`src/verilog/idle_guard_params.svh`:
```
// Constants for the idle/guard control-plane framer pair.
// Assumes inclusion by the package only; offsets are octet number minus one.
`ifndef IDLE_GUARD_PARAMS_SVH
`define IDLE_GUARD_PARAMS_SVH

// ==========================================
// Message header octet offsets
`define IG_TRANSPORT_OCTETS 8'h08
`define IG_OCT_VERSION 8'h08
`define IG_OCT_FRAME 8'h09
`define IG_OCT_SLOT_HI 8'h0A
`define IG_OCT_SLOT_LO 8'h0B
`define IG_OCT_COUNT 8'h0C
`define IG_OCT_KIND 8'h0D
`define IG_OCT_SHIFT_HI 8'h0E
`define IG_OCT_SHIFT_LO 8'h0F
`define IG_OCT_FFT 8'h10
`define IG_OCT_CP_HI 8'h11
`define IG_OCT_CP_LO 8'h12
`define IG_OCT_RESERVED 8'h13

// ==========================================
// Section description octet offsets
`define IG_SEC_TAG_HI 8'h00
`define IG_SEC_TAG_LO 8'h01
`define IG_SEC_BLOCK_LO 8'h02
`define IG_SEC_COUNT 8'h03
`define IG_SEC_MASK_HI 8'h04
`define IG_SEC_MASK_LO 8'h05
`define IG_SEC_FLAG 8'h06
`define IG_SEC_LAST 8'h07

// ==========================================
// Field values and extension sizing
`define IG_FORMAT_VERSION 3'h1
`define IG_KIND_IDLE 8'h00
`define IG_EXT_WORD_BYTES 10'h004
`define IG_EXT_HDR_BYTES 10'h002

`endif

```
`src/verilog/idle_guard_pkg.sv`:
```
// Types shared by both ends of the framer pair, and the octet packing used by the sender.
// Assumes the params header sits in the include path.
`include "idle_guard_params.svh"

package idle_guard_pkg;

    // ==========================================
    // Field groups
    typedef struct packed {
        logic tx_rx_direction;
        logic [2:0] format_version;
        logic [3:0] channel_filter_select;
        logic [7:0] radio_frame_number;
        logic [3:0] subframe_number;
        logic [5:0] slot_number;
        logic [5:0] first_symbol_number;
        logic [7:0] section_count;
        logic [7:0] section_kind;
        logic [15:0] timing_shift;
        logic [7:0] fft_and_spacing_code;
        logic [15:0] cyclic_prefix_size;
    } hdr_t;

    typedef struct packed {
        logic [11:0] section_tag;
        logic alternate_block_indicator;
        logic symbol_step_command;
        logic [9:0] first_block_index;
        logic [7:0] block_count;
        logic [11:0] element_mask;
        logic [3:0] symbol_count;
        logic more_extensions_flag;
        logic [6:0] extension_kind;
        logic [7:0] extension_word_length;
    } sec_t;

    typedef enum logic [2:0] {RX_HDR, RX_SEC, RX_EXT, RX_SKIP, RX_DRAIN} rx_state_t;
    typedef enum logic [2:0] {TX_IDLE, TX_HDR, TX_WAIT, TX_SEC, TX_EXT} tx_state_t;

    // ==========================================
    // Application header octet, msb first
    function automatic logic [7:0] hdr_byte(input hdr_t h, input logic [7:0] idx);
        unique case (idx)
            `IG_OCT_VERSION: hdr_byte = {h.tx_rx_direction, h.format_version,
                                         h.channel_filter_select};
            `IG_OCT_FRAME: hdr_byte = h.radio_frame_number;
            `IG_OCT_SLOT_HI: hdr_byte = {h.subframe_number, h.slot_number[5:2]};
            `IG_OCT_SLOT_LO: hdr_byte = {h.slot_number[1:0], h.first_symbol_number};
            `IG_OCT_COUNT: hdr_byte = h.section_count;
            `IG_OCT_KIND: hdr_byte = h.section_kind;
            `IG_OCT_SHIFT_HI: hdr_byte = h.timing_shift[15:8];
            `IG_OCT_SHIFT_LO: hdr_byte = h.timing_shift[7:0];
            `IG_OCT_FFT: hdr_byte = h.fft_and_spacing_code;
            `IG_OCT_CP_HI: hdr_byte = h.cyclic_prefix_size[15:8];
            `IG_OCT_CP_LO: hdr_byte = h.cyclic_prefix_size[7:0];
            default: hdr_byte = 8'h00;
        endcase
    endfunction

    // Section description octet, reserved bits zero
    function automatic logic [7:0] sec_byte(input sec_t s, input logic [7:0] idx);
        unique case (idx)
            `IG_SEC_TAG_HI: sec_byte = s.section_tag[11:4];
            `IG_SEC_TAG_LO: sec_byte = {s.section_tag[3:0], s.alternate_block_indicator,
                                        s.symbol_step_command, s.first_block_index[9:8]};
            `IG_SEC_BLOCK_LO: sec_byte = s.first_block_index[7:0];
            `IG_SEC_COUNT: sec_byte = s.block_count;
            `IG_SEC_MASK_HI: sec_byte = s.element_mask[11:4];
            `IG_SEC_MASK_LO: sec_byte = {s.element_mask[3:0], s.symbol_count};
            `IG_SEC_FLAG: sec_byte = {s.more_extensions_flag, 7'h00};
            default: sec_byte = 8'h00;
        endcase
    endfunction

endpackage

```
`src/verilog/idle_guard_link_if.sv`:
```
// Octet stream between the distributed unit and the radio unit.
// Assumes both ends share one clock; the testbench owns that clock.
`timescale 1ns/10ps

interface idle_guard_link_if;
    logic valid;
    logic ready;
    logic [7:0] data;
    logic last;

    // Sending end drives octets, receiving end drives ready
    modport distributed_unit (output valid, output data, output last, input ready);
    modport radio_unit (input valid, input data, input last, output ready);
endinterface

```
`src/verilog/idle_guard_receiver.sv`:
```
// Radio unit end: parses idle/guard messages from the octet link.
// Assumes the sender frames messages with last on the final octet.
`timescale 1ns/10ps

module idle_guard_receiver (
    input wire logic clock,
    input wire logic resetn,
    idle_guard_link_if.radio_unit link,
    output logic [63:0] transport,
    output idle_guard_pkg::hdr_t hdr,
    output logic hdr_valid,
    output idle_guard_pkg::sec_t sec,
    output logic sec_valid,
    output logic msg_done,
    output logic err_version,
    output logic err_kind,
    output logic err_length,
    output logic err_ext
);
    import idle_guard_pkg::*;

    typedef struct packed {
        rx_state_t st;
        logic [7:0] cnt;
        logic [7:0] left;
        logic [9:0] ext_left;
        logic ext_more;
        logic [63:0] transport;
        hdr_t hdr;
        sec_t sec;
        logic hdr_valid;
        logic sec_valid;
        logic done;
        logic err_version;
        logic err_kind;
        logic err_length;
        logic err_ext;
        logic ready;
    } rx_t;

    rx_t q_r;
    rx_t q_nxt;
    logic beat;
    logic [7:0] d;
    logic sec_end;
    logic finish;
    logic [7:0] ext_len;

    assign beat = link.valid && q_r.ready;
    assign d = link.data;

    // ==========================================
    // Octet parser
    always_comb begin
        q_nxt = q_r;
        q_nxt.hdr_valid = 1'b0;
        q_nxt.sec_valid = 1'b0;
        q_nxt.done = 1'b0;
        q_nxt.ready = 1'b1;
        sec_end = 1'b0;
        finish = 1'b0;
        ext_len = 8'h00;
        if (beat) begin
            q_nxt.cnt = q_r.cnt + 8'h01;
            unique case (q_r.st)
                RX_HDR: begin
                    if (q_r.cnt == 8'h00) begin
                        q_nxt.err_version = 1'b0;
                        q_nxt.err_kind = 1'b0;
                        q_nxt.err_length = 1'b0;
                        q_nxt.err_ext = 1'b0;
                    end
                    if (q_r.cnt < `IG_TRANSPORT_OCTETS) begin
                        q_nxt.transport = {q_r.transport[55:0], d};
                    end
                    unique case (q_r.cnt)
                        `IG_OCT_VERSION: begin
                            q_nxt.hdr.tx_rx_direction = d[7];
                            q_nxt.hdr.format_version = d[6:4];
                            q_nxt.hdr.channel_filter_select = d[3:0];
                        end
                        `IG_OCT_FRAME: q_nxt.hdr.radio_frame_number = d;
                        `IG_OCT_SLOT_HI: begin
                            q_nxt.hdr.subframe_number = d[7:4];
                            q_nxt.hdr.slot_number[5:2] = d[3:0];
                        end
                        `IG_OCT_SLOT_LO: begin
                            q_nxt.hdr.slot_number[1:0] = d[7:6];
                            q_nxt.hdr.first_symbol_number = d[5:0];
                        end
                        `IG_OCT_COUNT: q_nxt.hdr.section_count = d;
                        `IG_OCT_KIND: q_nxt.hdr.section_kind = d;
                        `IG_OCT_SHIFT_HI: q_nxt.hdr.timing_shift[15:8] = d;
                        `IG_OCT_SHIFT_LO: q_nxt.hdr.timing_shift[7:0] = d;
                        `IG_OCT_FFT: q_nxt.hdr.fft_and_spacing_code = d;
                        `IG_OCT_CP_HI: q_nxt.hdr.cyclic_prefix_size[15:8] = d;
                        `IG_OCT_CP_LO: q_nxt.hdr.cyclic_prefix_size[7:0] = d;
                        default: ;
                    endcase
                    if (q_r.cnt == `IG_OCT_RESERVED) begin
                        q_nxt.hdr_valid = 1'b1;
                        q_nxt.cnt = 8'h00;
                        q_nxt.left = q_r.hdr.section_count;
                        q_nxt.err_version = q_r.hdr.format_version != `IG_FORMAT_VERSION;
                        q_nxt.err_kind = q_r.hdr.section_kind != `IG_KIND_IDLE;
                        if (q_r.hdr.section_count == 8'h00) begin
                            finish = 1'b1;
                        end else begin
                            q_nxt.st = RX_SEC;
                        end
                    end
                end
                RX_SEC: begin
                    unique case (q_r.cnt)
                        `IG_SEC_TAG_HI: q_nxt.sec.section_tag[11:4] = d;
                        `IG_SEC_TAG_LO: begin
                            q_nxt.sec.section_tag[3:0] = d[7:4];
                            q_nxt.sec.alternate_block_indicator = d[3];
                            q_nxt.sec.symbol_step_command = d[2];
                            q_nxt.sec.first_block_index[9:8] = d[1:0];
                        end
                        `IG_SEC_BLOCK_LO: q_nxt.sec.first_block_index[7:0] = d;
                        `IG_SEC_COUNT: q_nxt.sec.block_count = d;
                        `IG_SEC_MASK_HI: q_nxt.sec.element_mask[11:4] = d;
                        `IG_SEC_MASK_LO: begin
                            q_nxt.sec.element_mask[3:0] = d[7:4];
                            q_nxt.sec.symbol_count = d[3:0];
                        end
                        `IG_SEC_FLAG: q_nxt.sec.more_extensions_flag = d[7];
                        default: ;
                    endcase
                    if (q_r.cnt == `IG_SEC_LAST) begin
                        q_nxt.sec_valid = 1'b1;
                        q_nxt.cnt = 8'h00;
                        if (q_r.sec.more_extensions_flag) begin
                            q_nxt.st = RX_EXT;
                        end else begin
                            sec_end = 1'b1;
                        end
                    end
                end
                RX_EXT: begin
                    if (q_r.cnt == 8'h00) begin
                        q_nxt.ext_more = d[7];
                        q_nxt.sec.extension_kind = d[6:0];
                    end else begin
                        ext_len = d;
                        if (d == 8'h00) begin
                            q_nxt.err_ext = 1'b1;
                            ext_len = 8'h01;
                        end
                        q_nxt.sec.extension_word_length = ext_len;
                        q_nxt.ext_left = {ext_len, 2'b00} - `IG_EXT_HDR_BYTES;
                        q_nxt.st = RX_SKIP;
                    end
                end
                RX_SKIP: begin
                    q_nxt.ext_left = q_r.ext_left - 10'h001;
                    if (q_r.ext_left == 10'h001) begin
                        q_nxt.cnt = 8'h00;
                        if (q_r.ext_more) begin
                            q_nxt.st = RX_EXT;
                        end else begin
                            sec_end = 1'b1;
                        end
                    end
                end
                RX_DRAIN: begin
                    if (link.last) begin
                        q_nxt.cnt = 8'h00;
                        q_nxt.st = RX_HDR;
                    end
                end
            endcase
            if (sec_end) begin
                q_nxt.left = q_r.left - 8'h01;
                if (q_r.left == 8'h01) begin
                    finish = 1'b1;
                end else begin
                    q_nxt.st = RX_SEC;
                end
            end
            // Message end against the link's last marker
            if (finish) begin
                q_nxt.done = 1'b1;
                q_nxt.cnt = 8'h00;
                if (link.last) begin
                    q_nxt.st = RX_HDR;
                end else begin
                    q_nxt.err_length = 1'b1;
                    q_nxt.st = RX_DRAIN;
                end
            end else if (link.last && q_r.st != RX_DRAIN) begin
                q_nxt.done = 1'b1;
                q_nxt.err_length = 1'b1;
                q_nxt.cnt = 8'h00;
                q_nxt.st = RX_HDR;
            end
        end
    end

    // State register
    always_ff @(posedge clock or negedge resetn) begin
        if (!resetn) begin
            q_r <= '0;
        end else begin
            q_r <= q_nxt;
        end
    end

    // Outputs straight from state
    assign link.ready = q_r.ready;
    assign transport = q_r.transport;
    assign hdr = q_r.hdr;
    assign hdr_valid = q_r.hdr_valid;
    assign sec = q_r.sec;
    assign sec_valid = q_r.sec_valid;
    assign msg_done = q_r.done;
    assign err_version = q_r.err_version;
    assign err_kind = q_r.err_kind;
    assign err_length = q_r.err_length;
    assign err_ext = q_r.err_ext;

endmodule // idle_guard_receiver

```
`src/flat_wrapper.sv`:
```
// flat-port wrapper written by rule: the top's interface ports become plain ports
module idle_guard_receiver_flat import idle_guard_pkg::*;
  (clock, resetn, transport, hdr, hdr_valid, sec, sec_valid, msg_done, err_version, err_kind, err_length, err_ext, link_valid, link_data, link_last, link_ready);
  idle_guard_link_if link_i ();
  input wire logic clock;
  input wire logic resetn;
  output logic [63:0] transport;
  output idle_guard_pkg::hdr_t hdr;
  output logic hdr_valid;
  output idle_guard_pkg::sec_t sec;
  output logic sec_valid;
  output logic msg_done;
  output logic err_version;
  output logic err_kind;
  output logic err_length;
  output logic err_ext;
  input wire logic [$bits(link_i.valid)-1:0] link_valid;
  input wire logic [$bits(link_i.data)-1:0] link_data;
  input wire logic [$bits(link_i.last)-1:0] link_last;
  output wire logic [$bits(link_i.ready)-1:0] link_ready;
  assign link_i.valid = link_valid;
  assign link_i.data = link_data;
  assign link_i.last = link_last;
  assign link_ready = link_i.ready;
  idle_guard_receiver u_core (.clock(clock), .resetn(resetn), .link(link_i), .transport(transport), .hdr(hdr), .hdr_valid(hdr_valid), .sec(sec), .sec_valid(sec_valid), .msg_done(msg_done), .err_version(err_version), .err_kind(err_kind), .err_length(err_length), .err_ext(err_ext));
endmodule
```
`config.mk`:
```
export PLATFORM = sky130hd
export DESIGN_NAME = idle_guard_receiver_flat
export DESIGN_NICKNAME = d
export VERILOG_FILES = /design/src/verilog/idle_guard_pkg.sv /design/src/verilog/idle_guard_link_if.sv /design/src/verilog/idle_guard_receiver.sv /design/src/flat_wrapper.sv
export VERILOG_INCLUDE_DIRS = /design/src /design/src/verilog
export SDC_FILE = /design/constraint.sdc
export NUM_CORES = 1
export LEC_CHECK = 0
export BUFFER_PORTS_ARGS = -buffer_cell sky130_fd_sc_hd__buf_2
export CORE_MARGIN = 2
export CORE_UTILIZATION = 50
export CTS_BUF_LIST = sky130_fd_sc_hd__clkbuf_16
export CTS_CLUSTER_DIAMETER = 30
export DETAILED_ROUTE_END_ITERATION = 10
export PLACE_DENSITY_LB_ADDON = 0.12
export SKIP_LAST_GASP = 1
export SLEW_MARGIN = 0
export SYNTH_ARGS = -nofsm -noshare
export SYNTH_HDL_FRONTEND = slang
export SYNTH_SLANG_ARGS = --single-unit
```
`constraint.sdc`:
```
create_clock -name clock -period 5.1 [get_ports clock]
set_clock_uncertainty 0.1 [all_clocks]
set_input_delay 1.02 -clock clock [delete_from_list [all_inputs] [get_ports clock]]
set_output_delay 1.02 -clock clock [all_outputs]
set_load 0.05 [all_outputs]
```
==> results of run 1 <==
## sequential cells by signal, indices dropped and copies added (netlist names)
| register | count |
|---|---|
| u_core.err_version | 1 |
| u_core.hdr_valid | 1 |
| u_core.link.ready | 1 |
| u_core.err_length | 1 |
| u_core.q_r | 30 |
| u_core.sec | 64 |
| u_core.err_kind | 1 |
| u_core.err_ext | 1 |
| u_core.hdr | 88 |
| u_core.transport | 64 |
| u_core.sec_valid | 1 |
| u_core.msg_done | 1 |
## area by class of cell
type                       instances  area [sq um]  share of cell area [%]
inverter                          12          45.0                   0.325
tap                              324           405                    2.92
multi-input combinational        504          4080                    29.4
timing repair buffer             240          1240                    8.91
clock inverter                    42           399                    2.88
sequential                       254          6360                    45.8
clock buffer                      54          1350                    9.74
## per-stage QoR
| stage | hold WS [ns] | power [uW] |
|---|---|---|
| after floorplan | 0.351 | 4630 |
| after global placement | 0.358 | 4750 |
| after detailed placement | 0.369 | 4760 |
| after CTS | 0.379 | 8100 |
| after global routing | 0.406 | 8360 |
| final | 0.377 | 8030 |
## cells in the final DEF, fill, tap and decap left out, drive strengths merged, types with 3 or more instances in the layout
cell type	count
a21oi	22
a22oi	3
inv	21
buf	240
nand2b	5
a22o	5
xor2	3
nor3	17
a31oi	8
nand2	68
clkinvlp	4
o22ai	4
bufinv	6
o21ai	37
and3	4
mux2	209
clkinv	23
or3	4
nand4	4
dfrtp	254
nand3	15
xnor2	4
nor4	12
nor2	31
clkbuf	54
and2	3
ha	9
## critical path, cell delays in order (launching register included)
cell and delay, ns:
dfrtp_1 0.58, nand2b_1 0.30, nor2_1 0.66, a21oi_1 0.21, a211oi_1 0.86, a21oi_1 0.13
o21ai_0 0.18
## cells by family (layout without fill, tap and decap cells)
kind of cell | after synthesis | after routing | synth area share [%]
compound gates | 99 | 99 | 5.05
xor+xnor | 7 | 7 | 0.499
fa+ha+maj | 9 | 9 | 0.916
buf+inv | 271 | 348 | 15.2
flops | 254 | 254 | 51.7
mux | 211 | 211 | 19.3
other cells | 1 | 1 | 0.0305
simple gates | 177 | 177 | 7.34
## metal layers
metal / GRT usage, % / vias to the layer above
met2: 33.9 / 252
met4: 7.35 / 0
met3: 5.84 / 56
met5: 0 / -
met1: 27.9 / 3747
li1: - / 3440
## report_power, final
group          internal [uW]  switching [uW]
clock                   2210            1090
sequential              2370             274
combinational            535            1550
total                   5110            2920
## worst paths after layout
check                                  end  slack, ns  cells past startpoint
max in group asynchronous   u_core.sec[45]       3.47                      2
hold reg to reg             u_core.hdr[25]       0.38                      2
setup / recovery           u_core.q_r[249]       2.00                      6
hold / removal              u_core.hdr[25]       0.38                      2
setup reg to reg           u_core.q_r[249]       2.00                      6
min in group asynchronous   u_core.hdr[48]       0.43                      1
==> flow_results.org, run 1 <==
** Worst setup path
- Max Fanout on Critical Path :: 18
- Data arrives at the worst endpoint at 3.45 ns.
- Crit path launch type :: flop
- Data required time at the worst endpoint :: 5.45 ns
- Critical path origin :: u_core.q_r[253]
- Critical path class :: flop to flop
- Crit path capture type :: flop
- Crit Reg-Reg Startpoint :: u_core.q_r[253]

** Floorplanning
- Site row count :: 57
- Starting density of the core :: 50.7%
- Die footprint :: 25900 sq um
- DIE WIDTH :: 161 um
- Measured along the y axis, the die boundary spans 161 um.
- The floorplan step defined a core boundary enclosing 24200 sq um.
- In this run the count of I/O pins placed on the die edge is 236.

** GRT
- Wire length of the first global-routing pass :: 43.2 mm
- Global route total overflow :: 0
- The number of antenna violations at the first check in global routing came to 0.
- Vias in the first global route :: 7478
- Pin count of the biggest net entering global routing :: 106
- Overall global routing resource usage :: 21.2%

** Pwr
- Leakage power :: 0.00738 uW
- Power spread over the standard cell area amounts to 579 nW/um^2.
- IR Drop Worst-Case VDD :: 0.364 mV

** Logic synthesis
- Net count after synthesis :: 1050
- Yosys printed 0 warnings.
- The most used flip-flop cell after synthesis is dfrtp_1.
- Count of different cell masters after synthesis :: between 60 and 70
- Dividing the synthesized area by the synthesized cell count gives approximately 12 sq um.
- Post-synthesis instance area :: 12300 sq um
- Most frequently used cell type in the post-synthesis netlist :: dfrtp_1
- Share of flip-flops with an asynchronous set or reset after synthesis :: between 90% and 100%
- Cells after Synth :: around 1000
- In this run, synthesis produced a sequential element count of 254.
- In this run the biggest area consumer among cell types represents 51.7% of the synthesized area.
- Ranked by instance count, the synthesized netlist is headed by dfrtp_1 (254), buf_4 (223), mux2_2 (207).
- Sequential fraction of the synthesis area :: 51.7%
- Cell accounting for the most synthesized area :: dfrtp_1
- Counting flops with a built-in enable in the synthesized netlist gives 0.
- Leading cell types by total area after synthesis :: dfrtp_1 (52%), mux2_2 (19%), buf_4 (14%), nand2_1 (1.9%), o21ai_0 (1.5%)

** Timing
- Unrepaired setup endpoints after global routing :: false
- Pins over their slew limit :: 0
- Once routing completed, OpenROAD measured the worst setup slack at 2.00 ns.
- Transition time at the pin with the least slew margin :: 1.02 ns
- Setup violations remaining at the end of the flow were counted as 0.
- After layout, the worst path uses 60.8% of the clock period.
- Minimum clock period :: around 3.1 ns
- Max-Slew Margin vs Limit :: 31.7%
- After routing, the total negative slack on setup checks comes to 0 ns.
- Based on the critical path, the design can be clocked at up to between 300 and 400 MHz.
- The count of endpoints failing hold in the final timing report is 0.

** Route
- Via count :: 7495
- The highest layer touched by signal routing is met4.
- Met3 layer wire length in the routed design :: 1.99 mm
- In the final routing, the length of wire on met1 measures 12.0 mm.
- DRT Wirelength :: 27.6 mm
- Post-route ant nets :: 0
- Post-detailed-route via-to-cell ratio :: 5.24
- In the final routed layout, each cell accounts on average for 19.3 um.
- Starting DRT DRC Count :: 467
- After detailed routing, the number of remaining DRC violations is 0.
- In the detailed route, the total length drawn on met2 is 12.9 mm.
- The pre-antenna-repair detailed-routing pass consisted of 4 iterations.

** Clock tree
- TritonCTS sink count :: 254
- Once the clock tree was built, the setup fixing pass inserted 0 buffers.
- TritonCTS built the clock tree.
- The H-tree generated during clock tree synthesis spans 2 levels.
- In this run the deepest clock path goes through 3 buffers.
- The tree is rooted in a clkbuf_16.
- For the worst-skew pair, the clock arrives at the later sink with an insertion delay of roughly 0.56 ns.
- Clock transition time at the flip-flop clock pins of the worst setup and hold paths :: 0.04 ns
- Counting the buffers created by CTS gives 54.
- Hold buffer count at cts :: 0
- In this run, post-CTS repair resized a total of 0 instances.

** Cells and area
- Post-layout nets :: roughly 1100
- Area added between synthesis and finish :: 12.8%
- Final cell count without fillers :: about 1400
- Antenna cell count :: 0
- Of the cells placed in the final design, the portion with a size suffix greater than 1 is slightly below 50%.
- Cells fill 57.2% of the core in the end.
- The filler cells instantiated in the layout total 2118.
- After routing the design area is 13900 sq um.

** Place
- The congestion estimate from routability-driven global placement came to 0.873.
- Including well taps, the total number of placed cells is 1334.
- Placed Instance Area :: between 10000 and 15000 sq um
- Count of buffers inserted at the top-level ports :: between 200 and 250
- Detailed-placement wirelength estimate :: ~18 mm
- Before CTS, the worst setup slack after placement is 1.71 ns.

** Hold path
- Hold/Removal Path Class :: flop to flop
- In this run the most critical hold path is launched from u_core.hdr[25].

** Outcome
- Result of the run :: complete, no violations

** Run
- The tool flagged a number of max-cap violations equal to 0.
No activity file was read; power rests on OpenSTA's default activity.
==> run 2: changes to the inputs <==
ABC_AREA = 1   (was unset)
clock period = 3.03 ns   (was 5.1 ns; I/O delays follow)
==> run 2 against run 1 <==
Sequential power rose by 75%. Utilization rose by 0.67 points. Final cell count is 30% higher. Fmax rose by 31%. Clock-buffer cell count grew 3. Highest routed layer unchanged. The run now ends with hold timing left. Worst setup slack got worse by 1.3 ns. First-iteration DRC count up 24%. Area after synthesis grew 5.2%. Largest power group unchanged. Largest cell class unchanged. Sequential share of layout area shrank 2.3 points. Synthesized cell count grew 38%.
==> flow_results.org, run 2 <==
** Floorplanning
- Site row count :: between 50 and 60
- Top Ports :: between 200 and 250
- Area of the core :: 25300 sq um
- DIE WIDTH :: 165 um
- For this configuration, the core starts out at a cell density of 51.2%.
- Die extent in y :: around 160 um
- Die footprint :: 27200 sq um

** Route
- DRT Wirelength :: 29.5 mm
- Dividing the detail-routed via count by the number of cells gives 4.82.
- The pre-antenna-repair detailed-routing pass consisted of 5 iterations.
- Post-route ant nets :: 0
- Via count :: 8921
- Routed length per placed instance :: 15.9 um
- The first routing iteration left 577 violations.
- In the routed design, unresolved DRC markers number 0.

** Worst setup path
- STA puts the critical path data required time at about 3.3 ns.
- Arrival time reported for the critical path endpoint :: 2.66 ns
- Critical path class :: flop to flop
- The worst setup path is captured at a flop.
- Depth of the most critical reg-to-reg path :: 11
- In this design, the critical path's most frequently occurring cell is inv_1.
- Top cell family by delay on the critical path :: buffers and inverters
- The critical path starts at u_core.q_r[243].
- The worst register-to-register path begins at u_core.q_r[243].
- Counting both buffers and inverters, the worst setup path holds a total of 4.
- Cell-by-cell trace of the critical path :: inv_1 > ha_1 > nand2_1 > inv_1 > nand3_1 > nor2_1 > inv_1 > o21ai_0 > inv_1 > nand2_1 > o21ai_0
- Max Fanout on Critical Path :: 8
- Peak per-stage delay on the critical path :: around 0.42 ns
- The critical path crosses 11 cells after its start point.
- On the critical path, the stage with the largest delay is an instance of dfrtp_1.
- STA classifies the critical path startpoint as a flop.

** Logic synthesis
- Summed over its instances, the top area cell type makes up between 40% and 50% of the synthesized netlist area.
- Cell accounting for the most synthesized area :: dfrtp_1
- Net count after synthesis :: 1445
- In the synthesized netlist the async set-or-reset flop fraction comes to 100%.
- The average instance in the mapped netlist occupies 9.08 sq um.
- Most frequently used cell type in the post-synthesis netlist :: dfrtp_1
- In this run, synthesis produced a sequential element count of 254.
- Post-synthesis instance area :: 12900 sq um
- The synthesized design contains 0 enable-type register cells.
- Sequential fraction of the synthesis area :: 49.2%
- Synthesis instantiated 42 different standard cells from the library.
- For this run, the number of Yosys warnings is 0.
- Top cells by instance count after synthesis :: dfrtp_1 (254), buf_4 (219), inv_1 (211)
- Cells after Synth :: 1424
- Ranked by total cell area, the synthesized netlist is headed by dfrtp_1 (49%), buf_4 (13%), inv_1 (6.1%), mux2i_1 (5.6%), nand2_1 (5.6%).
- Primary flip-flop cell chosen by synthesis mapping :: dfrtp_1

** Pwr
- Net switching component of the power :: 5740 uW
- Cell internal power dissipation :: 9050 uW
- Dividing total power by cell area gives a power density of a little over 1000 nW/um^2.
- Across the VDD grid, the largest voltage drop is approximately 0.6 mV.
- Sequential group share of total power :: between 30% and 40%
- Leakage power :: 0.00810 uW
- Power comes to 14800 uW.
- Switching part of the total :: 38.8%
- Per report_power, the combinational group accounts for 29.6% of the total.
- The clock network accounts for 39.2% of the total power.

** Clock tree
- The tree is rooted in a clkbuf_16.
- After clock tree synthesis, the clock-pin slew on the worst setup and hold paths is 0.05 ns.
- Setup bufs post-CTS :: 0
- Buffers inserted during clock tree synthesis total 55.
- At the later pin of the worst-skew pair, clock insertion delay measures between 0.5 and 0.6 ns.
- After clock tree synthesis, the flow added hold-fix buffers numbering 0.
- TritonCTS clock tree :: yes
- The clock tree synthesis step divided the H-tree into 2 levels.
- Buffer depth of the longest clock path :: 3
- TritonCTS sink count :: about 250
- The number of gates resized after CTS was 0.

** Timing
- Number of setup violations in the final report :: 0
- Final Hold Fails :: 26
- Pins over their slew limit :: 0
- Setup total negative slack on the finished layout was measured at 0 ns.
- Unrepaired setup endpoints after global routing :: false
- Minimum clock period :: 2.37 ns
- Timing would allow up to 422 MHz.
- Period utilisation layout :: 78.2%
- At the pin with the least slew margin, the transition time is 0.732 ns.
- Min Hold Slack :: -0.0367 ns
- Max-Slew Margin vs Limit :: 51.2%

** GRT
- Global route total overflow :: 0
- Wire length of the first global-routing pass :: around 46 mm
- Global routing consumed, over all layers together, 21.7% of the routing resources.
- Initial antenna violation count :: 1
- Vias in the first global route :: 8639
- Entering global routing, the biggest net connects 91 pins.

** Cells and area
- Fraction of final layout cells with drive strength greater than 1 :: between 20% and 30%
- Area added between synthesis and finish :: 13.1%
- For this run, the post-layout net count is 1499.
- The finished layout holds 1852 standard cells, fillers aside.
- Highest-count cells in the layout ignoring fill and taps :: dfrtp_1 (254), buf_2 (234), inv_1 (215)
- The library cell used most frequently in the layout, excluding fill and tap cells, is dfrtp_1.
- The layout has approximately 2300 filler cells.
- Final core utilization :: about 58%
- Max FFs per register :: 88
- Register cell area after layout :: around 6400 sq um
- In the final layout, the multi-input gates occupy roughly 3800 sq um.

** Hold path
- Hold/Removal Path Class :: input pin to async pin

** Outcome
- Failing checks :: hold timing
- The run finished, with violations left.

** Place
- Routability cong. :: 0.906
- Count of buffers inserted at the top-level ports :: 235
- Detailed placement finished with a half-perimeter wire length of 20.6 mm.
- Once placement completed, the tool counted placed cells totaling 1751.

** Run
- MaxCap Viol Count :: 0
run 2: cell count changes in the layout (fill, tap and decap cells not counted), moves of 70 or more:
cell     change
mux2_2     -207
inv_1      +196
nand2_1    +129
o21ai_0     +94
nor2_1      +71
mux2i_1     +70
run 2: cells by family (layout without fill, tap and decap cells):
group | Yosys count | after routing | synth area share [%]
AND/OR/NAND/NOR | 394 | 394 | 14.0
adder cells (fa/ha/maj) | 9 | 9 | 0.871
flip-flops | 254 | 254 | 49.2
multiplexers | 72 | 72 | 5.57
AO/OA/AOI/OAI | 208 | 208 | 8.31
other | 1 | 2 | 0.0290
XOR/XNOR | 11 | 11 | 0.745
buffers and inverters | 475 | 572 | 21.3
run 2: power by group through the flow:
| stage | Sequential (uW) | Combinational (uW) | Clock [uW] |
|---|---|---|---|
| floorplan | 4540 | 4230 | 0 |
| global placement | 4650 | 4360 | 0 |
| detailed placement | 4650 | 4410 | 0 |
| CTS | 4610 | 4420 | 5890 |
| global route | 4700 | 4710 | 6060 |
| finish | 4610 | 4380 | 5790 |
run 2: worst register-to-register path, stage by stage, from the launching register on:
cell and delay [ns]:
dfrtp_1 0.42, inv_1 0.25, ha_1 0.26, nand2_1 0.10
inv_1 0.14, nand3_1 0.22, nor2_1 0.24, inv_1 0.12
o21ai_0 0.10, inv_1 0.13, nand2_1 0.07, o21ai_0 0.07
run 2: cell type report:
class | count | share of cell area, %
clock inverters | 43 | 2.79
multi-input cells | 695 | 26.1
repair buffers | 256 | 9.45
flip-flops and latches | 254 | 43.5
clock buffers | 57 | 9.76
inverters | 216 | 5.55
well taps | 330 | 2.82
diodes | 1 | 0.0171
run 2: path summary, 6_finish.rpt:
kind                                              to  slack, ns
min in group clock                    u_core.hdr[52]       0.31
worst max-delay path              u_core.err_version       0.66
worst min-delay path            u_core.transport[59]      -0.04
worst min register to register        u_core.hdr[24]       0.37
max in group asynchronous             u_core.hdr[65]       2.07
worst max register to register    u_core.err_version       0.66
run 2: layer usage:
| metal | GRT usage [%] | part of all wire, % | wire length (um) | vias to the layer above |
|---|---|---|---|---|
| met4 | 6.76 | 1.9 | 562 | 0 |
| met2 | 34.6 | 46 | 13700 | 267 |
| met1 | 29.2 | 45 | 13200 | 4213 |
| met5 | 0 | 0 | 0 | - |
| li1 | - | - | - | 4393 |
| met3 | 5.83 | 7.0 | 2060 | 48 |
run 2: through the flow:
stage	area [sq um]	worst slack, ns
2_1_floorplan	12900	0.865
3_3_place_gp	12800	0.624
3_5_place_dp	12800	0.545
4_1_cts	14600	0.687
5_1_grt	14600	0.427
6_report	14600	0.661
